--- src/rtl/scl_map.svh ---
`ifndef SCL_MAP_SVH
`define SCL_MAP_SVH
`define SCL_DATA_BITS     8
`define SCL_STOP_BITS     1
`define SCL_CLK_HZ        125000000
`define SCL_BAUD_MIN      9600
`define SCL_BAUD_MAX      115200
`define SCL_CODE_REQUEST  8'haa
`define SCL_CODE_READY    8'hcc
`define SCL_CODE_TERM     8'h0a
`endif

--- src/rtl/scl_pkg.sv ---
package scl_pkg;
    typedef enum logic [1:0] {
        SCL_IDLE,
        SCL_START,
        SCL_DATA,
        SCL_STOP
    } scl_bit_state_t;
    typedef enum logic [1:0] {
        SCL_WAIT_REQ,
        SCL_SEND_READY,
        SCL_IN_CMD
    } scl_link_state_t;
endpackage

--- src/rtl/scl_link.sv ---
`timescale 1ns/10ps
`include "scl_map.svh"
module scl_link #(
    parameter int DIV_W = 16
) (
    input  wire logic             core_clk_in,
    input  wire logic             rst_in,
    input  wire logic             ce_in,
    input  wire logic [DIV_W-1:0] baud_div_in,
    input  wire logic             rxd_in,
    output logic                  txd_out,
    output logic [7:0]            cmd_data_out,
    output logic                  cmd_valid_out,
    output logic                  cmd_end_out,
    output logic                  frame_err_out,
    input  wire logic [7:0]       resp_data_in,
    input  wire logic             resp_valid_in,
    output logic                  resp_ready_out
);
    // ****************************************
    // baud divider bounds
    // ****************************************
    localparam int DIV_MAX = `SCL_CLK_HZ / `SCL_BAUD_MIN;
    localparam int DIV_MIN = `SCL_CLK_HZ / `SCL_BAUD_MAX;
    localparam logic [DIV_W-1:0] DIV_LO = DIV_W'(DIV_MIN);
    localparam logic [DIV_W-1:0] DIV_HI = DIV_W'(DIV_MAX);

    function automatic logic [DIV_W-1:0] clamp_div(input logic [DIV_W-1:0] d);
        if (d < DIV_LO) begin
            return DIV_LO;
        end else if (d > DIV_HI) begin
            return DIV_HI;
        end
        return d;
    endfunction

    wire logic [DIV_W-1:0] div_w = clamp_div(baud_div_in);
    wire logic [DIV_W-1:0] half_w = {1'b0, div_w[DIV_W-1:1]};

    // ****************************************
    // receiver
    // ****************************************
    scl_pkg::scl_bit_state_t rx_st_reg;
    logic [DIV_W-1:0]        rx_cnt_reg;
    logic [2:0]              rx_bit_reg;
    logic [7:0]              rx_sh_reg;
    logic                    rx_done_reg;
    logic                    rx_err_reg;
    wire logic               rx_tick = (rx_cnt_reg == '0);

    always_ff @(posedge core_clk_in) begin
        if (rst_in) begin
            rx_st_reg   <= scl_pkg::SCL_IDLE;
            rx_cnt_reg  <= '0;
            rx_bit_reg  <= '0;
            rx_sh_reg   <= '0;
            rx_done_reg <= 1'b0;
            rx_err_reg  <= 1'b0;
        end else if (ce_in) begin
            rx_done_reg <= 1'b0;
            rx_err_reg  <= 1'b0;
            if (!rx_tick) begin
                rx_cnt_reg <= rx_cnt_reg - 1'b1;
            end
            case (rx_st_reg)
                scl_pkg::SCL_IDLE: begin
                    if (!rxd_in) begin
                        rx_st_reg  <= scl_pkg::SCL_START;
                        rx_cnt_reg <= half_w;
                    end
                end
                scl_pkg::SCL_START: begin
                    if (rx_tick) begin
                        rx_st_reg  <= rxd_in ? scl_pkg::SCL_IDLE : scl_pkg::SCL_DATA;
                        rx_cnt_reg <= div_w;
                        rx_bit_reg <= '0;
                    end
                end
                scl_pkg::SCL_DATA: begin
                    if (rx_tick) begin
                        rx_sh_reg  <= {rxd_in, rx_sh_reg[7:1]};
                        rx_cnt_reg <= div_w;
                        rx_bit_reg <= rx_bit_reg + 1'b1;
                        if (rx_bit_reg == 3'(`SCL_DATA_BITS - 1)) begin
                            rx_st_reg <= scl_pkg::SCL_STOP;
                        end
                    end
                end
                scl_pkg::SCL_STOP: begin
                    if (rx_tick) begin
                        rx_st_reg   <= scl_pkg::SCL_IDLE;
                        rx_done_reg <= rxd_in;
                        rx_err_reg  <= !rxd_in;
                    end
                end
                default: rx_st_reg <= scl_pkg::SCL_IDLE;
            endcase
        end
    end

    // ****************************************
    // command handshake
    // ****************************************
    scl_pkg::scl_link_state_t lk_st_reg;
    logic                     ready_req_reg;
    wire logic is_req  = rx_done_reg && (rx_sh_reg == `SCL_CODE_REQUEST);
    wire logic is_term = rx_done_reg && (rx_sh_reg == `SCL_CODE_TERM);
    wire logic ready_taken;

    always_ff @(posedge core_clk_in) begin
        if (rst_in) begin
            lk_st_reg     <= scl_pkg::SCL_WAIT_REQ;
            ready_req_reg <= 1'b0;
            cmd_data_out  <= '0;
            cmd_valid_out <= 1'b0;
            cmd_end_out   <= 1'b0;
            frame_err_out <= 1'b0;
        end else if (ce_in) begin
            cmd_valid_out <= 1'b0;
            cmd_end_out   <= 1'b0;
            frame_err_out <= rx_err_reg;
            if (ready_taken) begin
                ready_req_reg <= 1'b0;
            end
            case (lk_st_reg)
                scl_pkg::SCL_WAIT_REQ: begin
                    if (is_req) begin
                        lk_st_reg     <= scl_pkg::SCL_SEND_READY;
                        ready_req_reg <= 1'b1;
                    end
                end
                scl_pkg::SCL_SEND_READY: begin
                    if (ready_taken) begin
                        lk_st_reg <= scl_pkg::SCL_IN_CMD;
                    end
                end
                scl_pkg::SCL_IN_CMD: begin
                    if (rx_done_reg) begin
                        cmd_data_out <= rx_sh_reg;
                        if (is_term) begin
                            cmd_end_out <= 1'b1;
                            lk_st_reg   <= scl_pkg::SCL_WAIT_REQ;
                        end else begin
                            cmd_valid_out <= 1'b1;
                        end
                    end
                end
                default: lk_st_reg <= scl_pkg::SCL_WAIT_REQ;
            endcase
        end
    end

    // ****************************************
    // transmitter
    // ****************************************
    scl_pkg::scl_bit_state_t tx_st_reg;
    logic [DIV_W-1:0]        tx_cnt_reg;
    logic [2:0]              tx_bit_reg;
    logic [7:0]              tx_sh_reg;
    wire logic tx_tick  = (tx_cnt_reg == '0);
    wire logic tx_idle  = (tx_st_reg == scl_pkg::SCL_IDLE);
    assign ready_taken  = tx_idle && ready_req_reg && ce_in;
    wire logic resp_go  = tx_idle && !ready_req_reg && resp_valid_in && ce_in;

    always_ff @(posedge core_clk_in) begin
        if (rst_in) begin
            tx_st_reg      <= scl_pkg::SCL_IDLE;
            tx_cnt_reg     <= '0;
            tx_bit_reg     <= '0;
            tx_sh_reg      <= '0;
            txd_out        <= 1'b1;
            resp_ready_out <= 1'b0;
        end else if (ce_in) begin
            resp_ready_out <= 1'b0;
            if (!tx_tick) begin
                tx_cnt_reg <= tx_cnt_reg - 1'b1;
            end
            case (tx_st_reg)
                scl_pkg::SCL_IDLE: begin
                    txd_out <= 1'b1;
                    if (ready_taken || resp_go) begin
                        tx_sh_reg      <= ready_taken ? `SCL_CODE_READY : resp_data_in;
                        resp_ready_out <= resp_go;
                        tx_st_reg      <= scl_pkg::SCL_START;
                        tx_cnt_reg     <= div_w;
                        txd_out        <= 1'b0;
                    end
                end
                scl_pkg::SCL_START: begin
                    if (tx_tick) begin
                        tx_st_reg  <= scl_pkg::SCL_DATA;
                        tx_cnt_reg <= div_w;
                        tx_bit_reg <= '0;
                        txd_out    <= tx_sh_reg[0];
                    end
                end
                scl_pkg::SCL_DATA: begin
                    if (tx_tick) begin
                        tx_cnt_reg <= div_w;
                        tx_bit_reg <= tx_bit_reg + 1'b1;
                        tx_sh_reg  <= {1'b1, tx_sh_reg[7:1]};
                        if (tx_bit_reg == 3'(`SCL_DATA_BITS - 1)) begin
                            tx_st_reg <= scl_pkg::SCL_STOP;
                            txd_out   <= 1'b1;
                        end else begin
                            txd_out <= tx_sh_reg[1];
                        end
                    end
                end
                scl_pkg::SCL_STOP: begin
                    if (tx_tick) begin
                        tx_st_reg <= scl_pkg::SCL_IDLE;
                    end
                end
                default: tx_st_reg <= scl_pkg::SCL_IDLE;
            endcase
        end
    end

    // ****************************************
    // checks
    // ****************************************
    AST_READY_AFTER_REQ: assert property (@(posedge core_clk_in) disable iff (rst_in)
        (lk_st_reg == scl_pkg::SCL_WAIT_REQ && is_req && ce_in) |=> ready_req_reg)
        else $error("ready code not queued after request");
    AST_END_ON_TERM: assert property (@(posedge core_clk_in) disable iff (rst_in)
        (lk_st_reg == scl_pkg::SCL_IN_CMD && is_term && ce_in) |=> cmd_end_out && !cmd_valid_out)
        else $error("terminator not reported as end");
    AST_NO_CMD_BEFORE_REQ: assert property (@(posedge core_clk_in) disable iff (rst_in)
        (lk_st_reg != scl_pkg::SCL_IN_CMD) |=> !cmd_valid_out)
        else $error("command byte outside command phase");
    AST_START_LOW: assert property (@(posedge core_clk_in) disable iff (rst_in)
        (tx_st_reg == scl_pkg::SCL_START) |-> !txd_out)
        else $error("start bit not low");
    AST_STOP_HIGH: assert property (@(posedge core_clk_in) disable iff (rst_in)
        (tx_st_reg == scl_pkg::SCL_STOP) |-> txd_out)
        else $error("stop bit not high");
    AST_RESP_DIRECT: assert property (@(posedge core_clk_in) disable iff (rst_in)
        resp_go |=> resp_ready_out && tx_st_reg == scl_pkg::SCL_START)
        else $error("response not sent directly");
    AST_DIV_RANGE: assert property (@(posedge core_clk_in) disable iff (rst_in)
        tx_cnt_reg <= DIV_HI && rx_cnt_reg <= DIV_HI)
        else $error("bit counter out of range");
    AST_READY_CODE: assert property (@(posedge core_clk_in) disable iff (rst_in)
        ready_taken |=> tx_sh_reg == `SCL_CODE_READY)
        else $error("wrong ready code");
    AST_RX_FRAME: assert property (@(posedge core_clk_in) disable iff (rst_in)
        rx_done_reg && $past(ce_in) |-> $past(rx_st_reg) == scl_pkg::SCL_STOP)
        else $error("byte done outside stop bit");
endmodule

--- config.mk ---
export PLATFORM = sky130hd
export DESIGN_NAME = scl_link
export DESIGN_NICKNAME = d
export VERILOG_FILES = /design/src/rtl/scl_pkg.sv /design/src/rtl/scl_link.sv
export VERILOG_INCLUDE_DIRS = /design/src /design/src/rtl
export SDC_FILE = /design/constraint.sdc
export NUM_CORES = 1
export LEC_CHECK = 0
export ABC_AREA = 1
export BUFFER_PORTS_ARGS = -buffer_cell sky130_fd_sc_hd__buf_2
export CORE_ASPECT_RATIO = 1.25
export CORE_MARGIN = 2
export CORE_UTILIZATION = 56
export CTS_BUF_LIST = sky130_fd_sc_hd__clkbuf_2
export CTS_CLUSTER_DIAMETER = 50
export DETAILED_ROUTE_END_ITERATION = 12
export MAX_ROUTING_LAYER = met4
export PLACE_DENSITY = 0.8
export SLEW_MARGIN = 10
export SYNTH_ARGS = -nofsm -noshare
export SYNTH_HDL_FRONTEND = slang
export SYNTH_SLANG_ARGS = --single-unit
--- constraint.sdc ---
create_clock -name core_clk_in -period 1.7 [get_ports core_clk_in]
set_input_delay 0.17 -clock core_clk_in [delete_from_list [all_inputs] [get_ports core_clk_in]]
set_output_delay 0.17 -clock core_clk_in [all_outputs]
set_load 0.005 [all_outputs]
# Yosys cells after proc, flatten, opt, wreduce, memory -nomap -nowiden
# Index checks and enable logic that the tools add are counted.
# totals
regBits	76
inputBits	29
out_inout_bits	13
word_cells	141
# classes
add_sub_neg	4
magnitude_cmp	2
eq_ne	26
mux	61
reduce_logical	30
# ops
operator	n
2-to-1 mux 16 bit	9
one-hot mux 16 bit (2 select lines)	2
zero test 16 bit	2
subtractor 16 x 1 -> 16 bit (second input constant)	2
2-to-1 mux 2 bit	15
!= test 2 bit (second input constant)	13
2-to-1 mux 8 bit	3
2-to-1 mux 1 bit	21
> comparator 16 x 14 -> 1 bit (second input constant)	1
< comparator 16 x 11 -> 1 bit (second input constant)	1
one-hot mux 2 bit (4 select lines)	2
one-hot mux 8 bit (2 select lines)	1
AND reduction 4 bit	4
2-to-1 mux 3 bit	4
one-hot mux 3 bit (2 select lines)	2
AND reduction 6 bit	2
equality test 2 bit (second input constant)	5
equality test 8 x 4 -> 1 bit (second input constant)	1
equality test 8 bit (second input constant)	1
logical AND 1 bit	7
adder 3 x 1 -> 3 bit (second input constant)	2
equality test 2 x 1 -> 1 bit (second input constant)	3
equality test 3 bit (second input constant)	2
zero test 2 bit	3
10 further kinds	15

# Logic depth before layout (Yosys ltp)
# Gate-level depths: netlist of run 1.
# depth
ltp_word	7
mapped_depth	15
ltp_nobuf	14

# Least setup slack after synthesis of run 1
# OpenSTA, ideal clock, no wires.
# synth_path
path_kind	reg2reg
from	register tx_st_reg[0]
to	register tx_cnt_reg[12]
setup_time_ps	115
arrival_time_ps	1557
required_time_ps	1585
setup_slack_ps	28
stages_incl_launch_ff	15
path_buffers	1
period_less_slack_ps	1672
cell_sequence	dfxtp_1 inv_1 ha_1 nand2_1 inv_2 o21ai_2 nand2_2 nand2_1 a21oi_4 inv_2 buf_6 nand2_1 nand2_1 o211ai_1 inv_2
# synth_between
elab_chain_cells	7
elab_cells_between_ends	12
cone_classes	eq/ne: 2; mux: 2; reduce/logical: 8
# synth_rtl
item	line_no	source
start, declared	scl_link.sv:156	scl_pkg::scl_bit_state_t tx_st_reg;
start signal, assigned	scl_link.sv:167	tx_st_reg <= scl_pkg::SCL_IDLE;
start signal, assigned	scl_link.sv:184	tx_st_reg <= scl_pkg::SCL_START;
start signal, assigned	scl_link.sv:191	tx_st_reg <= scl_pkg::SCL_DATA;
zero test 2 bit	scl_link.sv:161, scl_link.sv:178	
logical AND 1 bit (3 in series)	scl_link.sv:163	wire logic resp_go = tx_idle && !ready_req_reg && resp_valid_in && ce_in;
logical OR 1 bit	scl_link.sv:181	if (ready_taken || resp_go) begin
2-to-1 mux 16 bit	scl_link.sv:181	
one-hot mux 16 bit (2 select lines) *	scl_link.sv:178	case (tx_st_reg)
end signal, assigned	scl_link.sv:176	tx_cnt_reg <= tx_cnt_reg - 1'b1;
end signal, assigned	scl_link.sv:185	tx_cnt_reg <= div_w;
end signal, assigned	scl_link.sv:192	tx_cnt_reg <= div_w;
end, declared	scl_link.sv:157	logic [DIV_W-1:0] tx_cnt_reg;
# Mark *: on every way between the ends. The rest lies on a longest branch, timed or not.
# A chain may end at the register's enable or synchronous reset.

# Worst setup path in the final report of run 1
# layout_path
from	register tx_cnt_reg[4]
to	register tx_sh_reg[4]
# layout_between
elab_chain_cells	3
# layout_rtl
item	line_no	source
zero test 16 bit	scl_link.sv:160	wire logic tx_tick = (tx_cnt_reg == '0);
!= test 2 bit (no line)	-	
AND reduction 4 bit (no line)	-	
end signal, assigned	scl_link.sv:182	tx_sh_reg <= ready_taken ? `SCL_CODE_READY : resp_data_in;
end signal, assigned	scl_link.sv:201	tx_sh_reg <= {1'b1, tx_sh_reg[7:1]};
end, declared	scl_link.sv:159	logic [7:0] tx_sh_reg;
# Every way passes these cells.

==> impl_metrics.csv, run 1 <==
group,metric,value,unit
status,status,"finished, violations left",
status,violations,"hold timing, setup timing",
critical_path,r2r_slack,-0.07,ns
clocking,clk_latency,0.56,ns
global_route,grt_use_total,28.5,%
critical_path,r2r_end,"tx_sh_reg[4]",
hold_path,hold_depth,5,
power,leakagePower,2.94,nW
timing,slew_violations,0,
route,postRouteAntennaNets,0,
critical_path,critical-path-top-delay-family,"simple AND/OR/NAND/NOR gates",
critical_path,cpMostUsedCell,"nand2_2",
timing,timing.final.ws_setup,-0.0653,ns
final_layout,regArea,0.00157,mm^2
final_layout,final_common_cell,"nand2_1",
final_layout,final_nets,918,
job,max_cap_violations,0,
floorplan,die-width,88.9,um
route,firstDrtPassIters,5,
critical_path,crit_fanout,8,
floorplan,std_cell_rows,38,
critical_path,r2r-start,"tx_cnt_reg[4]",
timing,finalCriticalPeriod,1.77,ns
synthesis,synth_warnings,0,
final_layout,area_growth,24.2,%
route,drc,0,
floorplan,die_area,0.00978,mm^2
timing,fin_skew,0.0392,ns
power,peakVddDrop,0.783,mV
timing,setup_viol,13,
synthesis,ys_ff_latch,76,
timing,hold_slack,-0.00867,ns
synthesis,yosysSeqAreaShare,30.2,%
synthesis,syn-num-nets,822,
clocking,cts_sinks,76,
critical_path,worstPathCellList,"nor2_4 > nand2_2 > nor2_2 > nand2_2 > a21oi_4 > nand3b_2 > o21ai_2 > a21oi_2",
global_route,first_global_vias,5061,
critical_path,crit_buf_inv,0,
critical_path,start_kind,"flip-flop",
global_route,grt_pass1_wl,21.8,mm
placement,hpwl,9.43,mm
final_layout,diodes,0,
floorplan,io_pins,42,
global_route,antenna_found_initial,0,
power,power_density,992,mW/mm^2
clocking,cts.path.max_buffers,2,
critical_path,crit_arrival,2.23,ns
final_layout,fillers,652,
hold_path,min_to,"tx_cnt_reg[4]",
clocking,numCtsBuffers,9,
timing,finalHoldViolCount,3,
route,vias,5682,
timing,max_slew_margin,66.3,%
global_route,grt_overflow,0,
final_layout,design_area,0.00626,mm^2
route,drtIter0Drc,570,
critical_path,cpPeakStageDelay,0.40,ns
timing,fmax,566,MHz
clocking,clockRootBuffer,"clkbuf_2",
clocking,path_clk_slew,0.23,ns
timing,rsz0062_at_grt,"yes",
clocking,cts_tree,"yes",
critical_path,end_kind,"flip-flop",
critical_path,crit_type,"reg -> reg",
route,wl_per_cell,14.7,um
final_layout,layout-drive-gt1-share,30.1,%
synthesis,syn_inst,777,
placement,port_buffers,41,
route,viasPerCell,5.70,
placement,gp_congestion,0.996,
synthesis,syn_area,0.00504,mm^2
floorplan,start_util,57.9,%
final_layout,final_cell_mix,"nand2_1 (146), inv_1 (93), a21oi_1 (65)",
critical_path,crit_required,2.17,ns
synthesis,syn_avg_cell_area,6.49,um^2
placement,dpl_cell_area,0.00555,mm^2
global_route,grt_max_degree,49,
critical_path,crit_slowest_cell,"dfxtp_2",
route,wl,14.7,mm
hold_path,min-delay-path-class,"in -> reg",
critical_path,rr_worst_depth,8,
synthesis,yosysUniqueCellTypes,46,
floorplan,core_region_area,0.00870,mm^2
timing,finalCritPeriodShare,104,%
final_layout,multi_input_area,0.00328,mm^2
timing,worst_pin_slew,0.505,ns
hold_path,hp-start,"baud_div_in[4]",
floorplan,die_h,110,um
clocking,cts_max_level,3,
Yosys cell counts (all sizes together):
| master | n | area share, % |
|---|---|---|
| clkinv | 2 | 0.25 |
| xor2 | 7 | 1.2 |
| nor4 | 2 | 0.25 |
| o21a | 1 | 0.15 |
| nor3 | 12 | 1.4 |
| and2 | 1 | 0.12 |
| o211ai | 5 | 0.74 |
| nor2 | 89 | 7.8 |
| dfxtp | 76 | 30 |
| inv | 111 | 8.3 |
| nand3b | 5 | 0.99 |
| o31a | 1 | 0.17 |
| nand3 | 66 | 7.0 |
| clkbuf | 13 | 0.97 |
| a21oi | 80 | 8.9 |
| o21ai | 76 | 7.7 |
| a31oi | 3 | 0.50 |
| a211oi | 1 | 0.15 |
| ha | 16 | 4.0 |
| nand4 | 15 | 1.9 |
| o21bai | 1 | 0.15 |
| xnor2 | 2 | 0.35 |
| or2 | 3 | 0.37 |
| o211a | 1 | 0.20 |
| nand2 | 169 | 13 |
| buf | 14 | 2.2 |
| a2bb2oi | 5 | 0.87 |
per-stage QoR:
step / utilization, % / setup slack [ns] / cells / power, mW / TNS, ns
detailed placement: 63.7 / -0.117 / 952 / 4.60 / -1.22
global route: 72.0 / -0.126 / 997 / 6.59 / -2.24
floorplan: - / 0.0282 / 777 / 3.99 / 0
finish: 72.0 / -0.0653 / 997 / 6.21 / -0.350
CTS: 66.0 / -0.0273 / 975 / 5.49 / -0.0405
global placement: 63.7 / -0.0186 / 952 / 4.50 / -0.0386
worst max-delay path by stage:
stage | from | end | slack (ns) | cells after the start
after floorplan | tx_st_reg[0] | tx_cnt_reg[12] | 0.03 | 14
after global placement | rx_cnt_reg[0] | rx_cnt_reg[15] | -0.02 | 12
after global routing | tx_cnt_reg[1] | tx_sh_reg[7] | -0.13 | 9
final | tx_cnt_reg[4] | tx_sh_reg[4] | -0.07 | 8
after detailed placement | rx_st_reg[0] | rx_cnt_reg[1] | -0.12 | 8
after CTS | tx_cnt_reg[0] | tx_sh_reg[4] | -0.03 | 9
routing by layer:
layer	wire length [um]	track usage, %	up-vias
li1	-	-	2733
met1	5820	33.9	2593
met2	7150	47.4	292
met3	1150	4.32	64
met4	576	12.7	0
met5	0	-	-
worst register-to-register path: cells and delay by family (launching register included):
kind | cells | cell delay (ns)
AOI/OAI and AO/OA | 3 | 0.50
DFF | 1 | 0.40
and+or+nand+nor | 5 | 0.76
cell families after synthesis:
| group | Yosys count | synth area share, % |
|---|---|---|
| xor gates and xnor gates | 9 | 1.56 |
| AOI/OAI and AO/OA | 174 | 19.5 |
| and+or+nand+nor | 362 | 33.1 |
| DFF | 76 | 30.2 |
| buffers and inverters | 140 | 11.6 |
| adders and majority gates | 16 | 3.97 |
layout make-up:
type                            instances  area share, %
Clock buffer                            9          0.719
Clock inverter                          6          0.519
Inverter                              113           6.97
Multi-Input combinational cell        564           52.4
Sequential cell                        76           25.1
Tap cell                              120           2.40
Timing Repair Buffer                  108           11.8
Timing Repair inverter                  1          0.140
where the power goes:
part	total [mW]	switching (mW)	internal, mW	leakage, nW
clock	0.845	0.676	0.168	0.0486
combinational	3.17	1.85	1.32	2.26
sequential	2.20	0.183	2.01	0.633
total	6.21	2.71	3.50	2.94
timing repair:
item                                   4_1_cts  5_1_grt
resized for setup                           14      135
hold buffers                                 4        0
endpoints found under the hold margin        6        0
setup endpoints to repair                   24       57
gates cloned                                 1        3
buffers inserted                             3       19
pin swaps                                    6       26
Note: power is estimated with default switching activity, not from simulation.
==> inputs of run 2 (changes only) <==
ABC_AREA = not set   (was 1)
CORE_UTILIZATION = 62   (was 56)
PLACE_DENSITY = 0.85   (was 0.8)
clock period = 1.65 ns   (was 1.7 ns; I/O delays follow)
==> impl_metrics.csv, run 2 <==
group,metric,value,unit
synthesis,yosysUniqueCellTypes,74,
synthesis,async_flop_share,0,%
global_route,grt_overflow,4,
synthesis,ys_top_cells_by_area,"dfxtp_1 (33%), a21oi_1 (5.8%), nand2_1 (5.6%)",
placement,hpwl,11.8,mm
floorplan,io_pins,42,
status,firstError,"[ERROR GRT-0116] Global routing finished with congestion. Check the congestion regions in the DRC Viewer.",
synthesis,synth_edf_count,0,
synthesis,syn-num-nets,650,
placement,port_buffers,41,
clocking,cts.path.max_buffers,2,
global_route,grt_max_degree,63,
floorplan,die_h,101,um
synthesis,synth.top_cell.area_share,32.6,%
synthesis,synth_commonest_cells,"dfxtp_1 (76), nand2_1 (70), nor2_1 (60)",
floorplan,start_util,63.5,%
floorplan,std_cell_rows,35,
placement,dpl_cell_area,0.00639,mm^2
status,haltStage,"global routing (5_1_grt)",
clocking,cts_sinks,76,
synthesis,synth_warnings,0,
clocking,numCtsBuffers,9,
synthesis,synth_most_common_cell,"dfxtp_1",
status,status,"did not finish",
clocking,clockRootBuffer,"clkbuf_2",
synthesis,syn_avg_cell_area,7.72,um^2
synthesis,syn_inst,605,
global_route,grt_use_total,76.5,%
synthesis,yosysTopAreaCell,"dfxtp_1",
global_route,grt_pass1_wl,45.9,mm
floorplan,die-width,81.6,um
synthesis,yosys_most_used_dff,"dfxtp_1",
synthesis,syn_area,0.00467,mm^2
placement,place_ws,-0.684,ns
placement,gp_congestion,0.990,
global_route,first_global_vias,7947,
synthesis,yosysSeqAreaShare,32.6,%
clocking,cts_max_level,3,
synthesis,ys_ff_latch,76,
==> run 2: changes by cell type after synthesis, moves of 9 or more <==
cell	before	now
a211oi_1	1	18
a21oi_1	71	54
a22oi_1	0	12
a31oi_1	2	15
clkbuf_1	13	32
inv_1	104	15
nand2_1	158	70
nand2b_1	0	9
nand3_1	63	22
nor2_1	74	60
nor2_2	11	1
o21ai_0	66	32
==> run 2: routing by layer <==
| metal | overflow | global-route usage (%) |
|---|---|---|
| met1 | 0 | 77.9 |
| met2 | 1 | 89.3 |
| met3 | 0 | 62.7 |
| met4 | 3 | 66.9 |
| met5 | - | - |
==> run 2: repair_timing <==
action / in CTS
hold buffers: 9
hold endpoints to repair: 10
pin swaps: 59
gates resized for setup: 93
setup buffers: 21
setup endpoints to repair: 66
gates cloned: 2
==> run 2: metrics by stage <==
| stage | std cells | util [%] |
|---|---|---|
| 2_1_floorplan | 605 | - |
| 4_1_cts | 920 | 97.2 |
| 3_5_place_dp | 873 | 86.9 |
| 3_3_place_gp | 873 | 86.9 |
==> run 2: logic make-up after synthesis <==
group | after synthesis | synth area share, %
simple gates | 244 | 26.5
compound gates | 205 | 29.7
fa+ha+maj | 16 | 4.29
mux | 8 | 1.82
buf+inv | 51 | 4.15
xor+xnor | 5 | 0.938
flops | 76 | 32.6
==> inputs of run 3 (changes only) <==
CORE_ASPECT_RATIO = not set   (was 1.25)
CORE_UTILIZATION = 40   (was 62)
CTS_BUF_LIST = not set   (was sky130_fd_sc_hd__clkbuf_2)
CTS_CLUSTER_DIAMETER = not set   (was 50)
MAX_ROUTING_LAYER = not set   (was met4)
PLACE_DENSITY = not set   (was 0.85)
PLACE_DENSITY_LB_ADDON = 0.15   (was not set)
==> impl_metrics.csv, run 3 <==
group,metric,value,unit
synthesis,yosys_most_used_dff,"dfxtp_1",
global_route,grt_max_degree,59,
route,postRouteAntennaNets,0,
timing,hold_slack,0.133,ns
route,drtIter0Drc,382,
route,viasPerCell,5.80,
power,power,7.55,mW
timing,max_slew_margin,64.7,%
timing,slew_violations,0,
clocking,path_clk_slew,0.06,ns
floorplan,die_area,0.0126,mm^2
placement,place_ws,-0.681,ns
timing,fin_skew,0.00910,ns
route,firstDrtPassIters,5,
synthesis,synth_edf_count,0,
synthesis,yosysSeqAreaShare,32.6,%
final_layout,utilization,66.1,%
synthesis,yosysTopAreaCell,"dfxtp_1",
route,vias,5594,
route,wl,16.7,mm
final_layout,final_cell_mix,"buf_4 (161), dfxtp_1 (68), nand2_1 (59)",
final_layout,final_common_cell,"buf_4",
clocking,ctsHoldBuffers,0,
job,max_cap_violations,0,
synthesis,ys_ff_latch,76,
synthesis,async_flop_share,0,%
critical_path,r2r_end,"tx_st_reg[1]",
clocking,cts_max_level,3,
synthesis,syn-num-nets,650,
power,peakVddDrop,0.707,mV
clocking,clockRootBuffer,"clkbuf_16",
hold_path,hold_depth,3,
critical_path,crit_type,"reg -> reg",
final_layout,regArea,0.00153,mm^2
route,wl_per_cell,17.3,um
hold_path,min-delay-path-class,"in -> reg",
critical_path,start_kind,"flip-flop",
global_route,grt_use_total,25.8,%
timing,fmax,433,MHz
placement,port_buffers,41,
timing,finalCritPeriodShare,140,%
global_route,antenna_found_initial,0,
status,violations,"setup timing",
power,power_density,1000,mW/mm^2
final_layout,diodes,0,
final_layout,fillers,917,
synthesis,syn_area,0.00467,mm^2
critical_path,crit_arrival,2.57,ns
global_route,grt_pass1_wl,26.7,mm
timing,timing.final.ws_setup,-0.657,ns
synthesis,synth.top_cell.area_share,32.6,%
floorplan,die-width,112,um
timing,worst_pin_slew,0.529,ns
floorplan,io_pins,42,
synthesis,synth_warnings,0,
clocking,cts_tree,"yes",
synthesis,synth_most_common_cell,"dfxtp_1",
timing,setup_viol,61,
floorplan,start_util,40.9,%
global_route,grt_overflow,0,
final_layout,layout-drive-gt1-share,46.0,%
critical_path,rr_worst_depth,7,
power,leakagePower,3.09,nW
critical_path,crit_required,1.91,ns
final_layout,multi_input_area,0.00365,mm^2
clocking,cts.path.max_buffers,2,
timing,rsz0062_at_grt,"yes",
hold_path,min_to,"tx_sh_reg[7]",
placement,gp_congestion,0.885,
final_layout,area_growth,61.6,%
clocking,cts_sinks,76,
placement,hpwl,11.2,mm
timing,finalHoldViolCount,0,
critical_path,end_kind,"flip-flop",
floorplan,die_h,112,um
hold_path,hp-start,"resp_data_in[7]",
synthesis,syn_inst,605,
route,drc,0,
status,status,"finished, violations left",
synthesis,syn_avg_cell_area,7.72,um^2
synthesis,yosysUniqueCellTypes,74,
clocking,clk_latency,0.35,ns
synthesis,ys_top_cells_by_area,"dfxtp_1 (33%), a21oi_1 (5.8%), nand2_1 (5.6%)",
floorplan,std_cell_rows,39,
timing,finalCriticalPeriod,2.31,ns
floorplan,core_region_area,0.0114,mm^2
critical_path,crit_fanout,5,
synthesis,synth_commonest_cells,"dfxtp_1 (76), nand2_1 (70), nor2_1 (60)",
critical_path,r2r-start,"tx_cnt_reg[12]",
clocking,numCtsBuffers,9,
critical_path,r2r_slack,-0.66,ns
final_layout,final_nets,862,
global_route,first_global_vias,5651,
[run 3: cell counts after synthesis]
No cell type changed its count.
[run 3: how the worst max path moves through the flow]
stage | from | to | slack [ns]
floorplan | tx_cnt_reg[12] | tx_cnt_reg[7] | -0.57
global placement | tx_cnt_reg[12] | tx_st_reg[1] | -0.67
detailed placement | tx_cnt_reg[12] | tx_st_reg[1] | -0.68
CTS | tx_cnt_reg[12] | tx_st_reg[1] | -0.61
global route | tx_cnt_reg[12] | tx_st_reg[1] | -0.69
finish | tx_cnt_reg[12] | tx_st_reg[1] | -0.66
[run 3: worst max-delay path: stages, from the launching register on]
cell and delay [ns]:
dfxtp_2 0.32, or4_4 0.54, or3_4 0.40, buf_6 0.14, nor2_4 0.12, a22o_1 0.17
or4b_1 0.45, o31ai_1 0.08
[run 3: repair_timing]
item | CTS | global route
gates cloned | 3 | 0
resized for setup | 76 | 64
buffers inserted | 18 | 10
pin swaps | 44 | 59
endpoints found under the setup margin | 66 | 64
[run 3: power by group]
group | switching [mW] | internal, mW
Clock | 0.816 | 1.33
Sequential | 0.121 | 1.98
Combinational | 1.63 | 1.67
Total | 2.57 | 4.98
[run 3: logic make-up after synthesis]
group | Yosys count | synth area share, %
AO/OA/AOI/OAI | 205 | 29.7
XOR/XNOR | 5 | 0.938
adder cells (fa/ha/maj) | 16 | 4.29
buffers and inverters | 51 | 4.15
flip-flops | 76 | 32.6
multiplexers | 8 | 1.82
AND/OR/NAND/NOR | 244 | 26.5
[run 3: metrics by stage]
stage / area (um^2) / std cells / TNS [ns]
3_5_place_dp: 6450 / 920 / -23.35
5_1_grt: 7550 / 965 / -27.28
4_1_cts: 7200 / 957 / -20.25
2_1_floorplan: 4970 / 605 / -14.57
6_report: 7550 / 965 / -22.03
3_3_place_gp: 6450 / 920 / -21.11
[run 3: cell type report]
type | instances | area share (%)
timing repair buffer | 235 | 24.0
clock inverter | 6 | 1.14
tap | 143 | 2.37
inverter | 16 | 0.795
multi-input combinational | 479 | 48.3
sequential | 76 | 20.3
clock buffer | 10 | 3.03
[run 3: routing by layer]
metal / wire length, um / track usage, % / up-vias
met5: 0 / 0 / -
met4: 527 / 12.3 / 0
met3: 698 / 4.48 / 42
met2: 7970 / 42.9 / 142
met1: 7450 / 32.6 / 2688
li1: - / - / 2722
